$ cat src/rtl/ccrb_pkg.sv
// Package of the converter control register bank: offsets, field layout,
// reset values, target address bytes and the state encodings.
// Assumes a two-wire serial host outside and analogue fault indications in.
//
// What this block does
// RULE_01 - Supply or enable low resets every configuration register.
// RULE_02 - Answer target bytes 0x86 write, 0x87 read.
// RULE_03 - Identity read-only: zero, variant code, revision code.
// RULE_04 - Thermal bit one at or above 150 C.
// RULE_05 - Fault bits follow faults, clear by themselves.
// RULE_06 - Ultrasonic bit keeps switching above 20 kHz.
// RULE_07 - Ramp and slew select bits, both default zero.
// RULE_08 - Overvoltage field: off, 110, 115, 120 percent.
// RULE_09 - Active discharge bit enables discharge, resets one.
// RULE_10 - Operating config resets 0x0E or 0x0F by mode.
// RULE_11 - Ultrasonic control writable zero for normal operation.
// RULE_12 - Pointer advances by one after each written byte and each acked read byte.
// RULE_13 - Written byte commits on SCL fall after ack.
// RULE_14 - Voltage code 2.60 V plus 20 mV steps, default 0x28.
// RULE_15 - Peak current select 2.5 A or 4.4 A, strap default.
// RULE_16 - Reserved bits zero; read-only registers ignore writes.
// RULE_17 - Status read sampled once, stable over the byte.
package ccrb_pkg;

	// ----------------------------------------------------------------
	// Target address bytes
	// ----------------------------------------------------------------
	localparam logic [7:0] ADDR_WR_BYTE = 8'h86;
	localparam logic [7:0] ADDR_RD_BYTE = 8'h87;

	// ----------------------------------------------------------------
	// Register offsets
	// ----------------------------------------------------------------
	localparam logic [7:0] OFS_IDENTITY = 8'h00;
	localparam logic [7:0] OFS_STATUS = 8'h01;
	localparam logic [7:0] OFS_OPCFG = 8'h02;
	localparam logic [7:0] OFS_OUTCFG = 8'h03;
	localparam logic [7:0] OFS_OUTPUT_VOLTAGE_CODE = 8'h04;

	// ----------------------------------------------------------------
	// Reset values and writable masks
	// ----------------------------------------------------------------
	localparam logic [7:0] OPCFG_RST = 8'h0e;
	localparam logic [7:0] OPCFG_MASK = 8'h7f;
	localparam logic [7:0] OUTCFG_RST = 8'h70;
	localparam logic [7:0] OUTCFG_MASK = 8'h78;
	localparam logic [7:0] OUTPUT_VOLTAGE_CODE_RST = 8'h28;
	localparam logic [7:0] OUTPUT_VOLTAGE_CODE_MASK = 8'h7f;
	localparam logic [7:0] UNMAPPED_READ = 8'h00;

	// ----------------------------------------------------------------
	// Field positions
	// ----------------------------------------------------------------
	localparam int ID_VARIANT_LSB = 3;
	localparam int ID_VARIANT_W = 4;
	localparam int ID_REV_W = 3;
	localparam int OPCFG_ULTRA_BIT = 6;
	localparam int OPCFG_RISE_BIT = 5;
	localparam int OPCFG_FALL_BIT = 4;
	localparam int OPCFG_OVTH_LSB = 2;
	localparam int OPCFG_DISCH_BIT = 1;
	localparam int OPCFG_PWM_BIT = 0;
	localparam int OUTCFG_EN_BIT = 6;
	localparam int OUTCFG_PD_BIT = 5;
	localparam int OUTCFG_POL_BIT = 4;
	localparam int OUTCFG_OCP_BIT = 3;

	// ----------------------------------------------------------------
	// Analogue meaning of fields
	// ----------------------------------------------------------------
	localparam int THERMAL_LIMIT_C = 150;
	localparam int ULTRASONIC_MIN_KHZ = 20;
	localparam int OUTPUT_VOLTAGE_CODE_BASE_MV = 2600;
	localparam int OUTPUT_VOLTAGE_CODE_STEP_MV = 20;

	// ----------------------------------------------------------------
	// Synchronised level inputs
	// ----------------------------------------------------------------
	localparam int MISC_W = 8;
	localparam int LV_SUPPLY = 0;
	localparam int LV_ENABLE = 1;
	localparam int LV_MODE = 2;
	localparam int LV_OCP_OPT = 3;
	localparam int LV_THERMAL = 4;
	localparam int LV_PGOOD = 5;
	localparam int LV_OVP = 6;
	localparam int LV_OCP = 7;

	localparam logic [3:0] BYTE_BITS = 4'h8;

	// ----------------------------------------------------------------
	// Serial engine states
	// ----------------------------------------------------------------
	typedef enum logic [2:0] {ST_IDLE, ST_RECV, ST_ACK, ST_SEND, ST_MACK, ST_RELOAD} ccrb_state_t;
	typedef enum logic [1:0] {K_ADDR, K_PTR, K_DATA} ccrb_kind_t;

endpackage

$ cat src/rtl/ccrb_pins_if.sv
// Interface carrying synchronised pin levels and bus events from the
// pin front end to the register bank.
// Assumes both ends run on the same reference clock.
`timescale 1ns/1ns
interface ccrb_pins_if;
	logic scl;
	logic sda;
	logic scl_rise;
	logic scl_fall;
	logic start_det;
	logic stop_det;
	logic [ccrb_pkg::MISC_W-1:0] lvl;

	modport src (output scl, output sda, output scl_rise, output scl_fall, output start_det, output stop_det,
		output lvl);
	modport snk (input scl, input sda, input scl_rise, input scl_fall, input start_det, input stop_det,
		input lvl);
endinterface

$ cat src/rtl/ccrb_reg_bank.sv
// Top of the converter control register bank: a two-wire serial target
// holding identity, fault status and three configuration registers.
// Assumes open-drain data resolved outside and faults given as levels.
`timescale 1ns/1ns
module ccrb_reg_bank #(
	// Identity codes; values are arbitrary.
	parameter logic [3:0] VARIANT_CODE = 4'h9,
	parameter logic [2:0] REVISION_CODE = 3'h5
) (
	// Clock, reset, enable
	input wire logic i_ref_clk,
	input wire logic i_rst,
	input wire logic i_ce,
	// Serial bus pins
	input wire logic i_scl,
	input wire logic i_sda,
	output logic o_sda_out,
	output logic o_sda_oe,
	// Supply, enable and strap pins
	input wire logic i_input_supply_ok,
	input wire logic i_enable_pin,
	input wire logic i_mode_pin,
	input wire logic i_ocp_option_pin,
	// Fault indications
	input wire logic i_thermal_trip,
	input wire logic i_power_good,
	input wire logic i_overvoltage,
	input wire logic i_overcurrent,
	// Operating configuration fields
	output logic o_ultrasonic_enable,
	output logic o_rise_ramp_select,
	output logic o_fall_slew_select,
	output logic [1:0] o_overvoltage_threshold,
	output logic o_active_discharge_enable,
	output logic o_forced_pwm_select,
	// Output and protection fields
	output logic o_converter_output_enable,
	output logic o_enable_pin_pulldown,
	output logic o_power_good_polarity,
	output logic o_peak_current_limit_select,
	// Output voltage code
	output logic [6:0] o_output_voltage_code
);

	// ----------------------------------------------------------------
	// Pin front end
	// ----------------------------------------------------------------
	ccrb_pins_if pins ();

	logic [ccrb_pkg::MISC_W-1:0] misc_raw;

	always_comb begin
		misc_raw = '0;
		misc_raw[ccrb_pkg::LV_SUPPLY] = i_input_supply_ok;
		misc_raw[ccrb_pkg::LV_ENABLE] = i_enable_pin;
		misc_raw[ccrb_pkg::LV_MODE] = i_mode_pin;
		misc_raw[ccrb_pkg::LV_OCP_OPT] = i_ocp_option_pin;
		misc_raw[ccrb_pkg::LV_THERMAL] = i_thermal_trip;
		misc_raw[ccrb_pkg::LV_PGOOD] = i_power_good;
		misc_raw[ccrb_pkg::LV_OVP] = i_overvoltage;
		misc_raw[ccrb_pkg::LV_OCP] = i_overcurrent;
	end

	ccrb_pin_sync u_sync (
		.i_ref_clk(i_ref_clk),
		.i_rst(i_rst),
		.i_ce(i_ce),
		.i_scl(i_scl),
		.i_sda(i_sda),
		.i_misc(misc_raw),
		.pins(pins)
	);

	// ----------------------------------------------------------------
	// Register storage
	// ----------------------------------------------------------------
	logic [7:0] opcfg_r;
	logic [7:0] opcfg_nxt;
	logic [7:0] outcfg_r;
	logic [7:0] outcfg_nxt;
	logic [7:0] output_voltage_code_r;
	logic [7:0] output_voltage_code_nxt;
	logic [7:0] status_r;
	logic [7:0] status_nxt;
	logic bank_rst;
	logic bank_hold_r;
	logic bank_hold_nxt;
	logic wr_en;
	logic [7:0] wr_ofs;
	logic [7:0] wr_data;

	// The bank stays in reset while supply or enable is low, and one cycle
	// longer: the straps arrive through the same synchroniser as the supply
	// level, so the extra cycle lets a strap default land after a hard reset.
	assign bank_rst = bank_hold_nxt | bank_hold_r; // see RULE_01

	always_comb begin
		opcfg_nxt = opcfg_r;
		outcfg_nxt = outcfg_r;
		output_voltage_code_nxt = output_voltage_code_r;
		status_nxt = 8'h00;
		bank_hold_nxt = ~pins.lvl[ccrb_pkg::LV_SUPPLY] | ~pins.lvl[ccrb_pkg::LV_ENABLE]; // see RULE_01
		// Reserved status bits stay zero.
		status_nxt[3] = pins.lvl[ccrb_pkg::LV_THERMAL]; // see RULE_04
		status_nxt[2] = pins.lvl[ccrb_pkg::LV_PGOOD]; // see RULE_05
		status_nxt[1] = pins.lvl[ccrb_pkg::LV_OVP]; // see RULE_05
		status_nxt[0] = pins.lvl[ccrb_pkg::LV_OCP]; // see RULE_05
		if (bank_rst) begin
			opcfg_nxt = ccrb_pkg::OPCFG_RST; // see RULE_07, RULE_08, RULE_09
			opcfg_nxt[ccrb_pkg::OPCFG_PWM_BIT] = pins.lvl[ccrb_pkg::LV_MODE]; // see RULE_10
			outcfg_nxt = ccrb_pkg::OUTCFG_RST;
			outcfg_nxt[ccrb_pkg::OUTCFG_OCP_BIT] = pins.lvl[ccrb_pkg::LV_OCP_OPT]; // see RULE_15
			output_voltage_code_nxt = ccrb_pkg::OUTPUT_VOLTAGE_CODE_RST; // see RULE_14
		end else if (wr_en) begin
			unique case (wr_ofs)
				ccrb_pkg::OFS_OPCFG: begin
					opcfg_nxt = wr_data & ccrb_pkg::OPCFG_MASK; // see RULE_11, RULE_16
				end
				ccrb_pkg::OFS_OUTCFG: begin
					outcfg_nxt = wr_data & ccrb_pkg::OUTCFG_MASK; // see RULE_16
				end
				ccrb_pkg::OFS_OUTPUT_VOLTAGE_CODE: begin
					output_voltage_code_nxt = wr_data & ccrb_pkg::OUTPUT_VOLTAGE_CODE_MASK; // see RULE_16
				end
				// Identity, status and unmapped offsets drop the byte.
				default: begin
					opcfg_nxt = opcfg_r; // see RULE_16
				end
			endcase
		end
	end

	always_ff @(posedge i_ref_clk) begin
		if (i_rst) begin
			opcfg_r <= ccrb_pkg::OPCFG_RST;
			outcfg_r <= ccrb_pkg::OUTCFG_RST;
			output_voltage_code_r <= ccrb_pkg::OUTPUT_VOLTAGE_CODE_RST;
			status_r <= 8'h00;
			bank_hold_r <= 1'b1;
		end else if (i_ce) begin
			bank_hold_r <= bank_hold_nxt;
			opcfg_r <= opcfg_nxt;
			outcfg_r <= outcfg_nxt;
			output_voltage_code_r <= output_voltage_code_nxt;
			status_r <= status_nxt;
		end
	end

	// ----------------------------------------------------------------
	// Read multiplexer
	// ----------------------------------------------------------------
	logic [7:0] ptr_r;
	logic [7:0] rdata;

	always_comb begin
		unique case (ptr_r)
			ccrb_pkg::OFS_IDENTITY: rdata = {1'b0, VARIANT_CODE, REVISION_CODE}; // see RULE_03
			ccrb_pkg::OFS_STATUS: rdata = status_r;
			ccrb_pkg::OFS_OPCFG: rdata = opcfg_r;
			ccrb_pkg::OFS_OUTCFG: rdata = outcfg_r;
			ccrb_pkg::OFS_OUTPUT_VOLTAGE_CODE: rdata = output_voltage_code_r;
			default: rdata = ccrb_pkg::UNMAPPED_READ;
		endcase
	end

	// ----------------------------------------------------------------
	// Serial target engine
	// ----------------------------------------------------------------
	ccrb_pkg::ccrb_state_t state_r;
	ccrb_pkg::ccrb_state_t state_nxt;
	ccrb_pkg::ccrb_kind_t kind_r;
	ccrb_pkg::ccrb_kind_t kind_nxt;
	logic [7:0] shreg_r;
	logic [7:0] shreg_nxt;
	logic [3:0] bitcnt_r;
	logic [3:0] bitcnt_nxt;
	logic [7:0] ptr_nxt;
	logic rd_mode_r;
	logic rd_mode_nxt;
	logic sda_oe_r;
	logic sda_oe_nxt;

	always_comb begin
		state_nxt = state_r;
		kind_nxt = kind_r;
		shreg_nxt = shreg_r;
		bitcnt_nxt = bitcnt_r;
		ptr_nxt = ptr_r;
		rd_mode_nxt = rd_mode_r;
		sda_oe_nxt = sda_oe_r;
		wr_en = 1'b0;
		wr_ofs = ptr_r;
		wr_data = shreg_r;
		if (pins.stop_det) begin
			state_nxt = ccrb_pkg::ST_IDLE;
			sda_oe_nxt = 1'b0;
		end else if (pins.start_det) begin
			state_nxt = ccrb_pkg::ST_RECV;
			kind_nxt = ccrb_pkg::K_ADDR;
			bitcnt_nxt = 4'h0;
			sda_oe_nxt = 1'b0;
		end else begin
			unique case (state_r)
				ccrb_pkg::ST_IDLE: begin
					sda_oe_nxt = 1'b0;
				end
				ccrb_pkg::ST_RECV: begin
					if (pins.scl_rise && bitcnt_r != ccrb_pkg::BYTE_BITS) begin
						shreg_nxt = {shreg_r[6:0], pins.sda};
						bitcnt_nxt = bitcnt_r + 4'h1;
					end else if (pins.scl_fall && bitcnt_r == ccrb_pkg::BYTE_BITS) begin
						state_nxt = ccrb_pkg::ST_ACK;
						sda_oe_nxt = 1'b1;
						unique case (kind_r)
							ccrb_pkg::K_ADDR: begin
								if (shreg_r == ccrb_pkg::ADDR_WR_BYTE) begin // see RULE_02
									rd_mode_nxt = 1'b0;
								end else if (shreg_r == ccrb_pkg::ADDR_RD_BYTE) begin // see RULE_02
									rd_mode_nxt = 1'b1;
								end else begin
									state_nxt = ccrb_pkg::ST_IDLE;
									sda_oe_nxt = 1'b0;
								end
							end
							ccrb_pkg::K_PTR: begin
								ptr_nxt = shreg_r;
							end
							default: begin
								rd_mode_nxt = 1'b0;
							end
						endcase
					end
				end
				ccrb_pkg::ST_ACK: begin
					if (pins.scl_fall) begin
						bitcnt_nxt = 4'h0;
						sda_oe_nxt = 1'b0;
						state_nxt = ccrb_pkg::ST_RECV;
						if (kind_r == ccrb_pkg::K_DATA) begin
							wr_en = 1'b1; // see RULE_13
							ptr_nxt = ptr_r + 8'h01; // see RULE_12
						end else if (rd_mode_r) begin
							// Status is captured here and then shifted, so a
							// fault edge mid-byte cannot tear the value.
							shreg_nxt = rdata; // see RULE_17
							sda_oe_nxt = ~rdata[7];
							state_nxt = ccrb_pkg::ST_SEND;
						end else if (kind_r == ccrb_pkg::K_ADDR) begin
							kind_nxt = ccrb_pkg::K_PTR;
						end else begin
							kind_nxt = ccrb_pkg::K_DATA;
						end
					end
				end
				ccrb_pkg::ST_SEND: begin
					if (pins.scl_rise) begin
						bitcnt_nxt = bitcnt_r + 4'h1;
					end else if (pins.scl_fall) begin
						if (bitcnt_r == ccrb_pkg::BYTE_BITS) begin
							sda_oe_nxt = 1'b0;
							state_nxt = ccrb_pkg::ST_MACK;
						end else begin
							shreg_nxt = {shreg_r[6:0], 1'b0};
							sda_oe_nxt = ~shreg_r[6];
						end
					end
				end
				ccrb_pkg::ST_MACK: begin
					if (pins.scl_rise) begin
						if (pins.sda) begin
							state_nxt = ccrb_pkg::ST_IDLE;
						end else begin
							ptr_nxt = ptr_r + 8'h01; // see RULE_12
							state_nxt = ccrb_pkg::ST_RELOAD;
						end
					end
				end
				ccrb_pkg::ST_RELOAD: begin
					if (pins.scl_fall) begin
						shreg_nxt = rdata; // see RULE_17
						sda_oe_nxt = ~rdata[7];
						bitcnt_nxt = 4'h0;
						state_nxt = ccrb_pkg::ST_SEND;
					end
				end
				default: begin
					state_nxt = ccrb_pkg::ST_IDLE;
					sda_oe_nxt = 1'b0;
				end
			endcase
		end
	end

	always_ff @(posedge i_ref_clk) begin
		if (i_rst) begin
			state_r <= ccrb_pkg::ST_IDLE;
			kind_r <= ccrb_pkg::K_ADDR;
			shreg_r <= 8'h00;
			bitcnt_r <= 4'h0;
			ptr_r <= 8'h00;
			rd_mode_r <= 1'b0;
			sda_oe_r <= 1'b0;
		end else if (i_ce) begin
			state_r <= state_nxt;
			kind_r <= kind_nxt;
			shreg_r <= shreg_nxt;
			bitcnt_r <= bitcnt_nxt;
			ptr_r <= ptr_nxt;
			rd_mode_r <= rd_mode_nxt;
			sda_oe_r <= sda_oe_nxt;
		end
	end

	// ----------------------------------------------------------------
	// Outputs
	// ----------------------------------------------------------------
	// Open drain: the line is only ever pulled low.
	assign o_sda_out = 1'b0;
	assign o_sda_oe = sda_oe_r;
	assign o_ultrasonic_enable = opcfg_r[ccrb_pkg::OPCFG_ULTRA_BIT]; // see RULE_06
	assign o_rise_ramp_select = opcfg_r[ccrb_pkg::OPCFG_RISE_BIT]; // see RULE_07
	assign o_fall_slew_select = opcfg_r[ccrb_pkg::OPCFG_FALL_BIT]; // see RULE_07
	assign o_overvoltage_threshold = opcfg_r[ccrb_pkg::OPCFG_OVTH_LSB +: 2]; // see RULE_08
	assign o_active_discharge_enable = opcfg_r[ccrb_pkg::OPCFG_DISCH_BIT]; // see RULE_09
	assign o_forced_pwm_select = opcfg_r[ccrb_pkg::OPCFG_PWM_BIT]; // see RULE_10
	assign o_converter_output_enable = outcfg_r[ccrb_pkg::OUTCFG_EN_BIT];
	assign o_enable_pin_pulldown = outcfg_r[ccrb_pkg::OUTCFG_PD_BIT];
	assign o_power_good_polarity = outcfg_r[ccrb_pkg::OUTCFG_POL_BIT];
	assign o_peak_current_limit_select = outcfg_r[ccrb_pkg::OUTCFG_OCP_BIT]; // see RULE_15
	assign o_output_voltage_code = output_voltage_code_r[6:0]; // see RULE_14

endmodule // ccrb_reg_bank

$ cat src/rtl/ccrb_pin_sync.sv
// Pin front end: two-flop synchronisers for every outside level, then
// edge, START and STOP detection from the second stage and its one-cycle delayed copy.
// Assumes the serial clock is at least eight reference clocks long.
`timescale 1ns/1ns
module ccrb_pin_sync (
	// Clock and reset
	input wire logic i_ref_clk,
	input wire logic i_rst,
	input wire logic i_ce,
	// Raw pins
	input wire logic i_scl,
	input wire logic i_sda,
	input wire logic [ccrb_pkg::MISC_W-1:0] i_misc,
	// Synchronised side
	ccrb_pins_if.src pins
);

	localparam int W = ccrb_pkg::MISC_W + 2;

	logic [W-1:0] s1_r;
	logic [W-1:0] s1_nxt;
	logic [W-1:0] s2_r;
	logic [W-1:0] s2_nxt;
	logic [1:0] prev_r;
	logic [1:0] prev_nxt;

	always_comb begin
		s1_nxt = {i_misc, i_sda, i_scl};
		s2_nxt = s1_r;
		prev_nxt = s2_r[1:0];
	end

	always_ff @(posedge i_ref_clk) begin
		if (i_rst) begin
			s1_r <= W'(2'h3);
			s2_r <= W'(2'h3);
			prev_r <= 2'h3;
		end else if (i_ce) begin
			s1_r <= s1_nxt;
			s2_r <= s2_nxt;
			prev_r <= prev_nxt;
		end
	end

	// Bit 0 is the clock line, bit 1 the data line.
	assign pins.scl = s2_r[0];
	assign pins.sda = s2_r[1];
	assign pins.lvl = s2_r[W-1:2];
	assign pins.scl_rise = i_ce & s2_r[0] & ~prev_r[0];
	assign pins.scl_fall = i_ce & ~s2_r[0] & prev_r[0];
	assign pins.start_det = i_ce & s2_r[0] & prev_r[0] & prev_r[1] & ~s2_r[1];
	assign pins.stop_det = i_ce & s2_r[0] & prev_r[0] & ~prev_r[1] & s2_r[1];

endmodule // ccrb_pin_sync

$ cat config.mk
export PLATFORM = sky130hd
export DESIGN_NAME = ccrb_reg_bank
export DESIGN_NICKNAME = d
export VERILOG_FILES = /design/src/rtl/ccrb_pkg.sv /design/src/rtl/ccrb_pins_if.sv /design/src/rtl/ccrb_reg_bank.sv /design/src/rtl/ccrb_pin_sync.sv
export SDC_FILE = /design/constraint.sdc
export NUM_CORES = 1
export LEC_CHECK = 0
export ABC_AREA = 1
export BUFFER_PORTS_ARGS = -buffer_cell sky130_fd_sc_hd__buf_4
export CORE_MARGIN = 5
export CORE_UTILIZATION = 55
export DETAILED_ROUTE_END_ITERATION = 16
export GPL_TIMING_DRIVEN = 0
export PLACE_DENSITY = 0.74
export SETUP_SLACK_MARGIN = 0.3
export SLEW_MARGIN = 20
export SYNTH_ARGS = -nofsm -noshare
export SYNTH_HDL_FRONTEND = slang
export SYNTH_SLANG_ARGS = --single-unit
$ cat constraint.sdc
create_clock -name i_ref_clk -period 1.8 [get_ports i_ref_clk]
set_input_delay 0.09 -clock i_ref_clk [delete_from_list [all_inputs] [get_ports i_ref_clk]]
set_output_delay 0.09 -clock i_ref_clk [all_outputs]
set_load 0.02 [all_outputs]
==> metrics.md <==
| Metric | Value |
|---|---|
| Synth Instances | `615` |
| All-Layer GR Usage | `0.2685` |
| Row count | `30` |
| Floorplan core area | `6794 µm²` |
| Die ar. | `8740 µm²` |
| Post-synth EDFFs | `0` |
| Tmin final | `1651 ps` |
| Synth Net Count | `634` |
| CP cell instances | `nor2_2 -> nand3_4 -> nor2_4 -> buf_4 -> nand2_1 -> nand2_1 -> nor2_1 -> nor2_1 -> nor2_2 -> nor2_1` |
| Sw frac | `0.3737` |
| Sequential power share | `0.368` |
| Grt peak-use layer | `met2` |
| Chip Height | `93.49 µm` |
| Fmax | `605.5 MHz` |
| Die width | `93.49 µm` |
| Largest family of logic cells by synthesized area | `simple AND/OR/NAND/NOR gates` |
| Hold_sp | `i_ce` |
| Design area | `5419 µm²` |
| Pre-Repair DR Iteration Count | `5` |
| Total power | `5.133 mW` |
| Vias per cell | `5.531` |
| TritonCTS clock tree | `yes` |
| Area delta synth->final | `41.35%` |
| Tcrit/Tclk final | `0.9175` |
| Clk Tree Root Cell | `clkbuf_8` |
| RSZ-0062 raised after global routing | `true` |
| Adder-Cell Fraction of Synth Area | `0.01958` |
| Post-synth design cell area | `3834 µm²` |
| Syn. warnings | `0` |
| Switching power | `1.918 mW` |
| Final hold violations | `0` |
| Met2 global-route usage | `0.4485` |
| Lkg Pwr | `2.360 nW` |
| Crit path arrival time | `1960 ps` |
| Syn Area/Cell | `6.234 µm²` |
| Power Density | `947.2 nW/µm²` |
| Worst Skew | `9.387 ps` |
| CP max stage delay | `360 ps` |
| Post-synthesis mux area share | `0` |
| Worst Tran Pin Value | `742.0 ps` |
| Nets@finish | `721` |
| HP Class | `input pin to flop` |
| Worst-Skew Late Latency | `360 ps` |
| Area leader, netlist | `dfxtp_1` |
| Sequential fraction of the synthesis area | `0.3760` |
| Remaining Overflow, GRT | `0` |
| Port bufs | `30` |
| Maximum vdd drop | `0.6864 mV` |
| Synth Area in Compound Gates | `0.1364` |
| Crit path kind | `flop to flop` |
| R2R setup slack | `150 ps` |
| TritonCTS Sinks | `72` |
| H-tree levels | `3` |
| Simple-gate share of the synthesized area | `0.3874` |
| Clock Tree Buf Depth | `2` |
| Internal power | `3.215 mW` |
| Initial Util | `0.5643` |
| CP bufs+invs | `1` |
| # IOs | `33` |
| Vias in the first global route | `3974` |
| CP Launch Point | `ptr_r[5]` |
| Setup violators final | `0` |
| Initial antenna violation count | `0` |
| Clock power share | `0.283` |
| Final WL | `12410 µm` |
| Cell mode on critical path | `nor2_1` |
| Peak fanout along the critical path | `6` |
| Routability cong. | `0.9682` |
| Global-route wire length before repair | `18450 µm` |
| Main synth FF type | `dfxtp_1` |
| CP max stage cell | `dfxtp_2` |
| Share of post-route cells with drive strength above 1 | `0.3197` |
| Most frequent cells after synthesis | `nand2_1 (173), nor2_1 (121), dfxtp_1 (72)` |
| Combinational Power Share | `0.349` |
| Top-count cell post-synth | `nand2_1` |
| Yosys top cell area share | `0.3760` |
| R2r startpoint | `ptr_r[5]` |
| Mean routed wirelength per cell | `15.45 µm` |
| Num CTS Buffers | `9` |
| Met1 Use GR | `0.3440` |
| Vias post-DR | `4441` |
| Reg clk slew, reported paths | `80 ps` |
| Max-cap violation count | `0` |
| Required @ worst endpoint | `2100 ps` |
| Drt initial violations | `382` |
| Antenna cell count | `0` |
| Post-synthesis async set-or-reset flop share | `0` |
| Max-Slew Margin vs Limit | `0.5054` |
| Largest net degree at the start of global routing | `14` |
| Status | `completed` |
| Pins Over Slew Limit | `0` |
| Detailed placement HPWL | `7634 µm` |
| Routed Antenna Nets | `0` |
| Synth unique cells | `36` |
| Synth area leaders | `dfxtp_1 (38%), nand2_1 (17%), nor2_1 (12%)` |
| Post-Synth XOR/XNOR Area | `0.002285` |
| #FFs+latches synth | `72` |
| Met3 Use GR | `0.03781` |
| Top delay family on crit path | `simple AND/OR/NAND/NOR gates` |
| CP endpoint kind | `flop` |
| Setup crit start kind | `flop` |
| Dpl cell area | `4184 µm²` |
| # DRC | `0` |
## layout by cell type (no fill, tap or decap), drive strengths merged, types with 11 or more instances in the layout
master         n
buf           72
dlygate4sd3   11
a21oi         39
o21ai         54
dfxtp         72
nand3         50
nor2         124
inv           58
nand2        176
clkbuf        22
## through the flow
stage | std cells | setup TNS (ps) | util | setup slack (ps) | hold slack (ps)
floorplan | 615 | 0 | - | 310.1 | 194.9
global placement | 741 | -238.7 | 0.6158 | -36.12 | 300.3
detailed placement | 741 | -520.9 | 0.6158 | -74.52 | 310.2
CTS | 793 | 0 | 0.7455 | 207.9 | 56.85
global route | 803 | 0 | 0.7976 | 83.79 | 156.9
finish | 803 | 0 | 0.7976 | 148.6 | 134.9
## power by group through the flow
| stage | clock network (mW) | registers, mW | logic [mW] |
|---|---|---|---|
| final | 1.45 | 1.89 | 1.79 |
| after global routing | 1.54 | 1.90 | 1.93 |
| after CTS | 1.47 | 1.87 | 1.52 |
| after detailed placement | 0 | 1.88 | 1.14 |
| after global placement | 0 | 1.88 | 1.13 |
| after floorplan | 0 | 1.88 | 0.833 |
## cell type report
class,count,area (µm²)
repair buffers,76,649.4
plain buffers,19,96.34
inverters,57,221.5
fillers,502,1375
flip-flops and latches,72,1474
clock inverters,6,91.34
well taps,96,120.1
clock buffers,10,127.6
multi-input cells,467,2639
## sequential cells by signal (all words and copies together), names as in the netlist
register               count
state_r                    3
u_sync.s2_r               10
u_sync.s1_r               10
opcfg_r                    7
shreg_r                    8
u_sync.prev_r              2
output_voltage_code_r      7
bank_hold_r                1
status_r                   4
bitcnt_r                   4
rd_mode_r                  1
ptr_r                      8
outcfg_r                   4
o_sda_oe                   1
kind_r                     2
## logic make-up after synthesis
kind of cell,after synthesis
flip-flops,72
other,1
AO/OA/AOI/OAI,100
adder cells (fa/ha/maj),6
XOR/XNOR,1
buffers and inverters,76
AND/OR/NAND/NOR,359
## tightest hold or removal path, delay by kind of cell
| kind | cells | cell delay [ps] |
|---|---|---|
| compound gates | 1 | 90 |
| buf+inv | 1 | 160 |
| simple gates | 1 | 100 |
## final timing paths
path / depth (start not counted) / end
worst min-delay path: 3 / u_sync.prev_r[0]
worst min register to register: 2 / u_sync.s2_r[4]
worst max-delay path: 10 / shreg_r[2]
worst max register to register: 10 / shreg_r[2]
## per-layer routing
layer  wire length (µm)  vias to the layer above
met2               6039                      197
met4                450                        0
li1                   -                     2133
met5                  0                        -
met3                824                       40
met1               5094                     2071
## timing repair
action / 4_1_cts / 5_1_grt
gates resized for setup: 100 / 86
gates cloned: 2 / 0
hold endpoints to repair: 12 / 0
pin swaps: 37 / 46
setup buffers: 23 / 10
setup endpoints to repair: 44 / 45
hold buffers: 11 / 0
No activity file was read; power rests on OpenSTA's default activity.
